==> src/common/scsp_pkg.sv <==
// Constants and types for the system clock source and prescaler block.
// Assumes a single clk_sys domain and an APB register slave.
package scsp_pkg;
  localparam int ADDR_W = 8;
  localparam int DATA_W = 32;
  localparam int SEL_W = 2;
  localparam int DIV_W = 10;
  localparam int WAIT_W = 4;
  localparam int NPIN = 4;
  // Pin indices in the synchroniser vector
  localparam int PIN_EXT = 0;
  localparam int PIN_OSC = 1;
  localparam int PIN_PLL = 2;
  localparam int PIN_WU = 3;
  // Register offsets
  localparam logic [ADDR_W-1:0] OFF_SYSCTRL = 8'h00;
  localparam logic [ADDR_W-1:0] OFF_PLLCTRL = 8'h04;
  localparam logic [ADDR_W-1:0] OFF_PRESCALE = 8'h08;
  localparam logic [ADDR_W-1:0] OFF_MEMCTRL = 8'h0C;
  localparam logic [ADDR_W-1:0] OFF_STATUS = 8'h10;
  // Field positions
  localparam int VCO_BYPASS_BIT = 0;
  localparam int STAT_SEL_LSB = 0;
  localparam int STAT_VCO_BIT = 2;
  localparam int STAT_BUSY_BIT = 3;
  localparam int STAT_DIV_LSB = 16;
  // Source select codes
  localparam logic [SEL_W-1:0] SEL_WAKEUP = 2'h0;
  localparam logic [SEL_W-1:0] SEL_RESERVED = 2'h1;
  localparam logic [SEL_W-1:0] SEL_PRESCALE = 2'h2;
  localparam logic [SEL_W-1:0] SEL_DIRECT = 2'h3;
  // Reset values
  localparam logic [SEL_W-1:0] RST_SEL = SEL_WAKEUP;
  localparam logic RST_VCO_BYPASS = 1'b1;
  localparam logic [DIV_W-1:0] RST_DIV = 10'h000;
  localparam logic [WAIT_W-1:0] RST_WAIT = 4'h4;
  typedef enum logic [1:0] {ST_RUN, ST_PARK, ST_SWITCH, ST_WAIT_LOW} scsp_state_type;
endpackage

==> src/common/scsp_div_if.sv <==
// Link between the clock selector and its oscillator prescaler.
// Assumes both ends run on clk_sys.
`timescale 1ns/1ps
interface scsp_div_if;
  import scsp_pkg::*;
  logic oscLevel;
  logic load;
  logic [DIV_W-1:0] divField;
  logic [DIV_W-1:0] activeDiv;
  logic divClk;
  modport ctrl(output oscLevel, output load, output divField, input activeDiv, input divClk);
  modport div(input oscLevel, input load, input divField, output activeDiv, output divClk);
endinterface

==> src/hw/scsp_divider.sv <==
// Oscillator prescaler: divides the synchronised oscillator level by field plus one.
// Assumes oscLevel is already synchronised to clk_sys.
`timescale 1ns/1ps
module scsp_divider
  import scsp_pkg::*;
(
  input wire logic clk_sys,
  input wire logic nrst,
  scsp_div_if.div dif
);
  typedef struct packed {
    logic prev;
    logic [DIV_W-1:0] cnt;
    logic [DIV_W-1:0] field;
    logic out;
  } scsp_div_state_type;

  scsp_div_state_type s_r;
  scsp_div_state_type s_nxt;
  logic oscRise;

  // ----------------------------------------
  // Divider
  // ----------------------------------------
  always_comb begin
    s_nxt = s_r;
    s_nxt.prev = dif.oscLevel;
    oscRise = dif.oscLevel & ~s_r.prev;
    if (dif.load) begin
      s_nxt.field = dif.divField;
      s_nxt.cnt = dif.divField;
      s_nxt.out = 1'b0;
    end else if (s_r.field == '0) begin
      s_nxt.out = dif.oscLevel;
    end else if (oscRise) begin
      if (s_r.cnt == s_r.field) begin
        s_nxt.cnt = '0;
      end else begin
        s_nxt.cnt = DIV_W'(s_r.cnt + 1'b1);
      end
      s_nxt.out = (s_nxt.cnt <= (s_r.field >> 1));
    end
  end

  always_ff @(posedge clk_sys or negedge nrst) begin
    if (!nrst) begin
      s_r <= '0;
      s_r.field <= RST_DIV;
    end else begin
      s_r <= s_nxt;
    end
  end

  assign dif.divClk = s_r.out;
  assign dif.activeDiv = s_r.field;
endmodule // scsp_divider

==> src/hw/scsp_top.sv <==
// System clock source selector and prescaler with flash wait-state timing.
// Assumes APB on clk_sys; clock pins are asynchronous and sampled by two flops.
//
// Decided for this implementation: the address map and register access over APB.
`timescale 1ns/1ps
module scsp_top
  import scsp_pkg::*;
(
  input wire logic clk_sys,
  input wire logic nrst,
  input wire logic psel,
  input wire logic penable,
  input wire logic pwrite,
  input wire logic [ADDR_W-1:0] paddr,
  input wire logic [DATA_W-1:0] pwdata,
  output logic [DATA_W-1:0] prdata,
  output logic pready,
  output logic pslverr,
  input wire logic extClockInputPin,
  input wire logic oscClkIn,
  input wire logic pllClkIn,
  input wire logic wakeupClkIn,
  output logic sysClkOut,
  output logic pllEnable,
  input wire logic flashReq,
  input wire logic flashSeq,
  output logic flashReady
);
  typedef struct packed {
    logic [NPIN-1:0] sync1;
    logic [NPIN-1:0] sync2;
    logic [SEL_W-1:0] selReg;
    logic vco_bypass;
    logic [DIV_W-1:0] divField;
    logic [WAIT_W-1:0] waitCnt;
    logic [SEL_W-1:0] actSel;
    logic actVco;
    scsp_state_type state;
    logic sysClk;
    logic sysPrev;
    logic pllEn;
    logic flashBusy;
    logic [WAIT_W-1:0] flashCnt;
    logic flashAck;
    logic [DATA_W-1:0] rdata;
    logic slvErr;
  } scsp_top_state_type;

  scsp_top_state_type s_r;
  scsp_top_state_type s_nxt;
  scsp_div_if dif();
  logic [NPIN-1:0] pinVec;
  logic src;
  logic cfgDiff;
  logic sysRise;
  logic flashStart;
  logic apbSetup;
  logic apbWrite;
  logic [DATA_W-1:0] statusWord;

  assign pinVec = {wakeupClkIn, pllClkIn, oscClkIn, extClockInputPin};

  scsp_divider u_div (
    .clk_sys(clk_sys),
    .nrst(nrst),
    .dif(dif.div)
  );

  assign dif.oscLevel = s_r.sync2[PIN_OSC];
  assign dif.divField = s_r.divField;
  assign dif.load = (s_r.state == ST_PARK) && !s_r.sysClk;

  // ----------------------------------------
  // Next state
  // ----------------------------------------
  always_comb begin
    s_nxt = s_r;
    s_nxt.sync1 = pinVec;
    s_nxt.sync2 = s_r.sync1;
    apbSetup = psel & ~penable;
    apbWrite = psel & penable & pwrite;
    cfgDiff = (s_r.selReg != s_r.actSel) || (s_r.vco_bypass != s_r.actVco) ||
              (s_r.divField != dif.activeDiv);
    sysRise = s_r.sysClk & ~s_r.sysPrev;
    flashStart = ~s_r.flashBusy & flashReq & ~s_r.flashAck;
    statusWord = '0;
    statusWord[STAT_SEL_LSB +: SEL_W] = s_r.actSel;
    statusWord[STAT_VCO_BIT] = s_r.actVco;
    statusWord[STAT_BUSY_BIT] = (s_r.state != ST_RUN) || cfgDiff;
    statusWord[STAT_DIV_LSB +: DIV_W] = dif.activeDiv;

    // Register writes
    if (apbWrite) begin
      unique case (paddr)
        OFF_SYSCTRL: s_nxt.selReg = pwdata[SEL_W-1:0];
        OFF_PLLCTRL: s_nxt.vco_bypass = pwdata[VCO_BYPASS_BIT];
        OFF_PRESCALE: s_nxt.divField = pwdata[DIV_W-1:0];
        OFF_MEMCTRL: s_nxt.waitCnt = pwdata[WAIT_W-1:0];
        default: s_nxt.rdata = s_r.rdata;
      endcase
    end
    // Read data and error are captured in the setup cycle
    if (apbSetup) begin
      s_nxt.slvErr = 1'b0;
      s_nxt.rdata = '0;
      unique case (paddr)
        OFF_SYSCTRL: s_nxt.rdata[SEL_W-1:0] = s_r.selReg;
        OFF_PLLCTRL: s_nxt.rdata[VCO_BYPASS_BIT] = s_r.vco_bypass;
        OFF_PRESCALE: s_nxt.rdata[DIV_W-1:0] = s_r.divField;
        OFF_MEMCTRL: s_nxt.rdata[WAIT_W-1:0] = s_r.waitCnt;
        OFF_STATUS: s_nxt.rdata = statusWord;
        default: s_nxt.slvErr = 1'b1;
      endcase
    end

    s_nxt.pllEn = (s_r.selReg == SEL_PRESCALE) && !s_r.vco_bypass;

    // Source selection
    unique case (s_r.actSel)
      SEL_DIRECT: src = s_r.sync2[PIN_EXT];
      SEL_PRESCALE: src = s_r.actVco ? dif.divClk : s_r.sync2[PIN_PLL];
      SEL_WAKEUP: src = s_r.sync2[PIN_WU];
      SEL_RESERVED: src = 1'b0;
    endcase

    // Glitch-free switch sequence
    s_nxt.sysPrev = s_r.sysClk;
    unique case (s_r.state)
      ST_RUN: begin
        s_nxt.sysClk = src;
        if (cfgDiff) begin
          s_nxt.state = ST_PARK;
        end
      end
      ST_PARK: begin
        s_nxt.sysClk = s_r.sysClk & src;
        if (!s_r.sysClk) begin
          s_nxt.sysClk = 1'b0;
          s_nxt.actSel = s_r.selReg;
          s_nxt.actVco = s_r.vco_bypass;
          s_nxt.state = ST_SWITCH;
        end
      end
      ST_SWITCH: begin
        s_nxt.sysClk = 1'b0;
        s_nxt.state = ST_WAIT_LOW;
      end
      ST_WAIT_LOW: begin
        s_nxt.sysClk = 1'b0;
        if (!src) begin
          s_nxt.state = ST_RUN;
        end
      end
    endcase

    // Flash access timing on system clock edges
    s_nxt.flashAck = 1'b0;
    if (flashStart) begin
      s_nxt.flashBusy = 1'b1;
      s_nxt.flashCnt = flashSeq ? '0 : s_r.waitCnt;
    end else if (s_r.flashBusy && sysRise) begin
      if (s_r.flashCnt == '0) begin
        s_nxt.flashBusy = 1'b0;
        s_nxt.flashAck = 1'b1;
      end else begin
        s_nxt.flashCnt = WAIT_W'(s_r.flashCnt - 1'b1);
      end
    end
  end

  // ----------------------------------------
  // State register
  // ----------------------------------------
  always_ff @(posedge clk_sys or negedge nrst) begin
    if (!nrst) begin
      s_r <= '0;
      s_r.selReg <= RST_SEL;
      s_r.actSel <= RST_SEL;
      s_r.vco_bypass <= RST_VCO_BYPASS;
      s_r.actVco <= RST_VCO_BYPASS;
      s_r.divField <= RST_DIV;
      s_r.waitCnt <= RST_WAIT;
      s_r.state <= ST_RUN;
    end else begin
      s_r <= s_nxt;
    end
  end

  assign prdata = s_r.rdata;
  assign pready = 1'b1;
  assign pslverr = s_r.slvErr;
  assign sysClkOut = s_r.sysClk;
  assign pllEnable = s_r.pllEn;
  assign flashReady = s_r.flashAck;
endmodule // scsp_top

==> config.mk <==
export PLATFORM = sky130hd
export DESIGN_NAME = scsp_top
export DESIGN_NICKNAME = d
export VERILOG_FILES = /design/src/common/scsp_pkg.sv /design/src/common/scsp_div_if.sv /design/src/hw/scsp_divider.sv /design/src/hw/scsp_top.sv
export SDC_FILE = /design/constraint.sdc
export NUM_CORES = 1
export LEC_CHECK = 0
export BUFFER_PORTS_ARGS = -buffer_cell sky130_fd_sc_hd__buf_4
export CAP_MARGIN = 15
export CELL_PAD_IN_SITES_DETAIL_PLACEMENT = 1
export CELL_PAD_IN_SITES_GLOBAL_PLACEMENT = 1
export CORE_ASPECT_RATIO = 1.25
export CORE_MARGIN = 4
export CORE_UTILIZATION = 42
export DETAILED_ROUTE_END_ITERATION = 8
export PLACE_DENSITY = 0.81
export SYNTH_ARGS = -nofsm -noshare
export SYNTH_HDL_FRONTEND = slang
export SYNTH_SLANG_ARGS = --single-unit
==> constraint.sdc <==
create_clock -name clk_sys -period 3.41 [get_ports clk_sys]
set_input_delay 0.5115 -clock clk_sys [delete_from_list [all_inputs] [get_ports clk_sys]]
set_output_delay 0.5115 -clock clk_sys [all_outputs]
set_load 0.05 [all_outputs]
# [After elaboration in Yosys (flattened, before gate mapping)]
# Cells that the tools add are included.
[totals] register_bits=94 in_bits=51 elab_cells=115
[op_classes] add_sub_neg=2 n_lt_le_gt_ge=1 eq_ne=20 mux=29 bitwise_logic=14 reduce_logical=28
[ops] operator="10-bit 2-to-1 mux" n=7
[ops] operator="8-bit by 4-bit equality test with 1-bit output, second input constant" n=2
[ops] operator="16-bit 2-to-1 mux" n=1
[ops] operator="2-bit AND reduction" n=8
[ops] operator="6-bit 2-to-1 mux" n=2
[ops] operator="3-bit case mux with 4 select lines" n=1
[ops] operator="10-bit by 1-bit adder with 10-bit output, second input constant" n=1
[ops] operator="10-bit equality test" n=1
[ops] operator="2-bit equality test, second input constant" n=5
[ops] operator="10-bit by 9-bit less-or-equal comparator with 1-bit output" n=1
[ops] operator="10-bit logical NOT" n=1
[ops] operator="10-bit inequality test" n=1
[ops] operator="2-bit inequality test, second input constant" n=5
[ops] operator="1-bit bitwise AND" n=8
[ops] operator="8-bit by 3-bit equality test with 1-bit output, second input constant" n=1
[ops] operator="8-bit by 5-bit equality test with 1-bit output, second input constant" n=1
[ops] operator="8-bit logical NOT" n=1
[ops] operator="1-bit 2-to-1 mux" n=8
[ops] operator="4-bit 2-to-1 mux" n=2
[ops] operator="1-bit case mux with 4 select lines" n=2
[ops] operator="2-bit nonzero test" n=4
[ops] operator="1-bit NOT" n=6
[ops] operator="2-bit case mux with 3 select lines" n=1
[ops] operator="5-bit 2-to-1 mux" n=1
[ops] operator="15 further kinds" n=23

# [Depth between registers and ports, before layout]
[depth] depth_word=9 mapped_depth=13

# [Cells and area by module]
# From an unflattened synthesis, not the netlist that was laid out.
[hier_totals] hier_cells=442 area_unflattened_um2=4584.4
[modules_own_cells] module="scsp_top" n_inst=1 cells_per_inst=246 area_per_inst_um2=2891.5
[modules_own_cells] module="scsp_divider" n_inst=1 cells_per_inst=196 area_per_inst_um2=1692.9

# [Least setup slack after synthesis]
# No wires, ideal clock.
[synth_timing] path_type="register to register" from="reg u_div.s_r[16] (netlist bit)" to="reg u_div.s_r, in the netlist u_div.dif.divClk" setup_time_ps=82 arrival_ps=2503 t_required_ps=3328 slack_ps=825 path_stages_with_launch=13 synth_period_minus_slack_ps=2585 cell_sequence="dfrtp_1 > buf_6 > xnor2_1 > nand4_1 > nor4_4 > buf_4 > nor2_1 > ha_1 > a2111oi_0 > o21ai_0 > a31oi_1 > o221ai_2 > a31oi_1"
[synth_via] elab_chain_len=9
[synth_lines] item="start: declaration" line_no="scsp_divider.sv:18" rtl="scsp_div_state_type s_r;"
[synth_lines] item="start signal: assignment" line_no="scsp_divider.sv:50" rtl="s_r <= s_nxt;"
[synth_lines] item="10-bit by 1-bit adder with 10-bit output / 10-bit equality test (equally long branches)" line_no="scsp_divider.sv:39, scsp_divider.sv:36"
[synth_lines] item="10-bit 2-to-1 mux *" line_no="scsp_divider.sv:36" rtl="if (s_r.cnt == s_r.field) begin"
[synth_lines] item="10-bit 2-to-1 mux *" line_no="scsp_divider.sv:35" rtl="end else if (oscRise) begin"
[synth_lines] item="10-bit 2-to-1 mux *" line_no="scsp_divider.sv:33" rtl="end else if (s_r.field == '0) begin"
[synth_lines] item="10-bit 2-to-1 mux *" line_no="scsp_divider.sv:29" rtl="if (dif.load) begin"
[synth_lines] item="10-bit by 9-bit less-or-equal comparator with 1-bit output *" line_no="scsp_divider.sv:41" rtl="s_nxt.out = (s_nxt.cnt <= (s_r.field >> 1));"
[synth_lines] item="1-bit 2-to-1 mux *" line_no="scsp_divider.sv:35"
[synth_lines] item="1-bit 2-to-1 mux *" line_no="scsp_divider.sv:33"
[synth_lines] item="1-bit 2-to-1 mux *" line_no="scsp_divider.sv:29"
# Every way passes the cells marked *; elsewhere a longest branch is shown, timed or not. The select of a mux whose other input is x is not followed.
# A chain may end at the register's enable or synchronous reset.

# [Worst setup path in the final report]
[layout_timing] from="reg u_div.s_r, in the netlist u_div.dif.activeDiv[9]" to="reg u_div.s_r, in the netlist u_div.dif.divClk"
[layout_via] elab_chain_len=9
[layout_lines] item="10-bit equality test" line_no="scsp_divider.sv:36"
[layout_lines] item="10-bit 2-to-1 mux" line_no="scsp_divider.sv:36"
[layout_lines] item="10-bit 2-to-1 mux" line_no="scsp_divider.sv:35"
[layout_lines] item="10-bit 2-to-1 mux" line_no="scsp_divider.sv:33"
[layout_lines] item="10-bit 2-to-1 mux" line_no="scsp_divider.sv:29"
[layout_lines] item="10-bit by 9-bit less-or-equal comparator with 1-bit output" line_no="scsp_divider.sv:41"
[layout_lines] item="1-bit 2-to-1 mux" line_no="scsp_divider.sv:35"
[layout_lines] item="1-bit 2-to-1 mux" line_no="scsp_divider.sv:33"
[layout_lines] item="1-bit 2-to-1 mux" line_no="scsp_divider.sv:29"
# Several ways; a longest one is shown, not always the timed one. The select of a mux whose other input is x is not followed.

==> run_results.csv <==
group,metric,value,unit
layout,drive_gt1_share,23.7,%
critical_path,crit_family,"compound AO/OA/AOI/OAI gates",
critical_path,cp-startpoint,"u_div.dif.activeDiv[9]",
die,initial_utilization,43.0,%
critical_path,endpoint,"u_div.dif.divClk",
clock_tree,hold_buffers,0,
placement,portBuffers,52,
clock_tree,clk_pin_slew,0.06,ns
critical_path,crit_buf_inv,1,
global_routing,gr-total-overflow,0,
yosys,synth_ff_type,"dfrtp_1",
yosys,synth_edf_count,0,
die,die_w,98.7,µm
power_and_ir_drop,p_per_area,580,nW/µm²
drt,post-route-drc-count,0,
critical_path,crit_path_max_fanout,8,
global_routing,grt_max_degree,83,
sta,tightest_slew,1.04,ns
sta,layout_min_cycle_time,2.93,ns
layout,area_growth,13.8,%
sta,setup_viol,0,
critical_path,cp_cell_sequence,"xnor2_1, nand4_1, nor4_4, buf_4, nor2_1, ha_1, a21oi_1, o21ai_0, a31oi_1, o221ai_2, a31oi_1",
yosys,synth.distinct_cells,45,
yosys,ys_seq_area_share,47.6,%
critical_path,critical_path_class,"reg2reg",
critical_path,worstReg2RegEnd,"u_div.dif.divClk",
layout,nets,517,
clock_tree,clkLatencyLatePin,0.34,ns
critical_path,cp.depth,11,
power_and_ir_drop,leakage,2.25,nW
die,core,10100,µm²
sta,hold_viol,0,
drt,ant_nets,0,
drt,drt_first_pass_iters,4,
yosys,post_synth.cell_area_avg,10.3,µm²
layout,num_antenna_cells,0,
layout,final_util,48.9,%
yosys,synth_top_area_share,45.8,%
global_routing,grt_pass1_vias,3568,
clock_tree,cts_root_buf,"clkbuf_16",
global_routing,grt_util_all_layers,19.5,%
placement,gp_congestion,0.834,
clock_tree,ctsResizeCount,0,
global_routing,antenna_found_initial,0,
drt,viasPerCell,5.58,
die,rows,41,
placement,hpwl,8170,µm
drt,wl,11400,µm
sta,rsz0062_at_grt,"no",
yosys,synth_area,4320,µm²
die,dieArea,12000,µm²
critical_path,regToRegSetupSlack,0.48,ns
critical_path,crit_path_frequent_cell,"a31oi_1",
die,ioPinCount,88,
sta,setup_tns,0,ns
yosys,synthTopCellsByArea,"dfrtp_1 (46%), buf_4 (5.9%), mux2_2 (5.5%)",
power_and_ir_drop,finalPower,2.85,mW
sta,max_freq,341,MHz
power_and_ir_drop,vdd_ir_drop_max,211,µV
yosys,synthTopCellsByCount,"dfrtp_1 (79), nand2_1 (38), buf_4 (34), o21ai_0 (29), xnor2_1 (27)",
yosys,yosys_warnings,0,
run_status,status,"complete, no violations",
clock_tree,numCtsBuffers,9,
drt,num_vias,3280,
drt,drt_iter0_markers,186,
drt,wl_per_cell,19.4,µm
critical_path,cp.arrival,3.19,ns
clock_tree,clock-sinks,82,
critical_path,crit-reg2reg-launch,"u_div.dif.activeDiv[9]",
sta,min_period_over_period,85.9,%
yosys,synth.most_common_cell,"dfrtp_1",
die,fp.dieH,121,µm
critical_path,start_kind,"flop",
critical_path,cp_slowest_cell,"dfrtp_1",
yosys,yosys.area.top_type,"dfrtp_1",
yosys,async_flop_share,100,%
critical_path,reg2regPathDepth,11,
job,cap_violations,0,
global_routing,grt_pass1_wl,18300,µm
critical_path,cp_data_required_time,3.67,ns
yosys,ys_ff_latch,82,
sta,slew_viol_final,0,
clock_tree,htree_levels,3,
clock_tree,tritoncts,"done",
sta,slew_headroom,30.6,%
critical_path,critical_path.max_stage_delay,0.48,ns
clock_tree,cts_buffer_depth,2,
critical_path,crit_path_end_kind,"flop",
yosys,syn_inst,420,
worst_hold_path,hold_path_class,"in2reg",
clock_tree,post-cts-setup-buffers,0,
sta,final.setup_skew,0.0109,ns
==> per-layer routing <==
metal	vias to the layer above	global-route usage (%)	part of all wire, %
met3	14	4.60	4.6
met4	0	6.66	1.7
met5	-	0	0
li1	1500	-	-
met1	1675	22.3	39
met2	91	35.6	54
==> cell type report <==
cell class | count | area (µm²)
Inverter | 13 | 48.8
Clock inverter | 7 | 52.6
Tap cell | 129 | 161
Sequential cell | 82 | 2060
Fill cell | 1150 | 5140
Multi-Input combinational cell | 291 | 1940
Clock buffer | 9 | 225
Timing Repair Buffer | 57 | 428
==> power breakdown <==
part / total (mW) / internal (mW) / switching, mW
Combinational: 0.779 / 0.285 / 0.494
Clock: 0.912 / 0.498 / 0.414
Sequential: 1.16 / 1.06 / 0.100
==> kinds of logic after synthesis <==
group                      share of synthesized area, %
xor gates and xnor gates                           6.29
DFF                                                47.6
AOI/OAI and AO/OA                                  12.6
adders and majority gates                          3.48
muxes                                              6.63
and+or+nand+nor                                    14.8
buffers and inverters                              8.40
other                                             0.174
==> worst reg2reg max path: cells and delay by family (launching register included) <==
family                   cells  cell delay (ns)
XOR/XNOR                     1             0.25
adder cells (fa/ha/maj)      1             0.32
buffers and inverters        1             0.25
AND/OR/NAND/NOR              3             0.71
AO/OA/AOI/OAI                5             0.86
flip-flops                   1             0.48
==> flip-flops by register name (all words and copies together), names as in the netlist, named ones only <==
register and count:
flashReady 1, dif.divField 10, dif.oscLevel 1, u_div.s_r 11
pslverr 1, u_div.dif.activeDiv 10, pllEnable 1, u_div.dif.divClk 1
sysClkOut 1, prdata 20, s_nxt 4, s_r 20
==> placed cells by master, fill, tap and decap left out, drive strengths merged, types with 2 or more instances in the layout <==
cell type   n
clkbuf      9
nand3       6
xnor2      27
buf        57
nor4        6
a21oi      14
nor2       27
and3        3
nand4      10
o21ai      38
ha         12
mux2       21
clkinv      4
nor4b       2
nand2b      5
a22o       18
nor3b       2
conb       13
mux2i       5
nor3       10
nor2b       6
nand2      40
inv        15
xor2        4
dfstp       3
a31oi       4
or2         2
nand3b      2
a22oi       6
dfrtp      79
==> worst min-delay path by stage <==
| stage | cells past startpoint | to | from |
|---|---|---|---|
| after global routing | 1 | s_nxt[66] | pllClkIn |
| after detailed placement | 0 | dif.oscLevel | s_nxt[65] |
| final | 1 | s_nxt[65] | oscClkIn |
| after floorplan | 0 | async pin | nrst |
| after CTS | 1 | s_nxt[65] | oscClkIn |
| after global placement | 0 | dif.oscLevel | s_nxt[65] |
==> metrics by stage <==
stage                     setup slack, ns  cell area, µm²  cells  hold WS, ns
after floorplan                     0.825            4360    431        0.216
after global placement              0.565            4640    572        0.334
after detailed placement            0.489            4640    572        0.338
after CTS                           0.462            4920    588        0.267
after global routing                0.242            4920    588        0.262
final                               0.481            4920    588        0.277
Power figures use the tool's default switching activity.
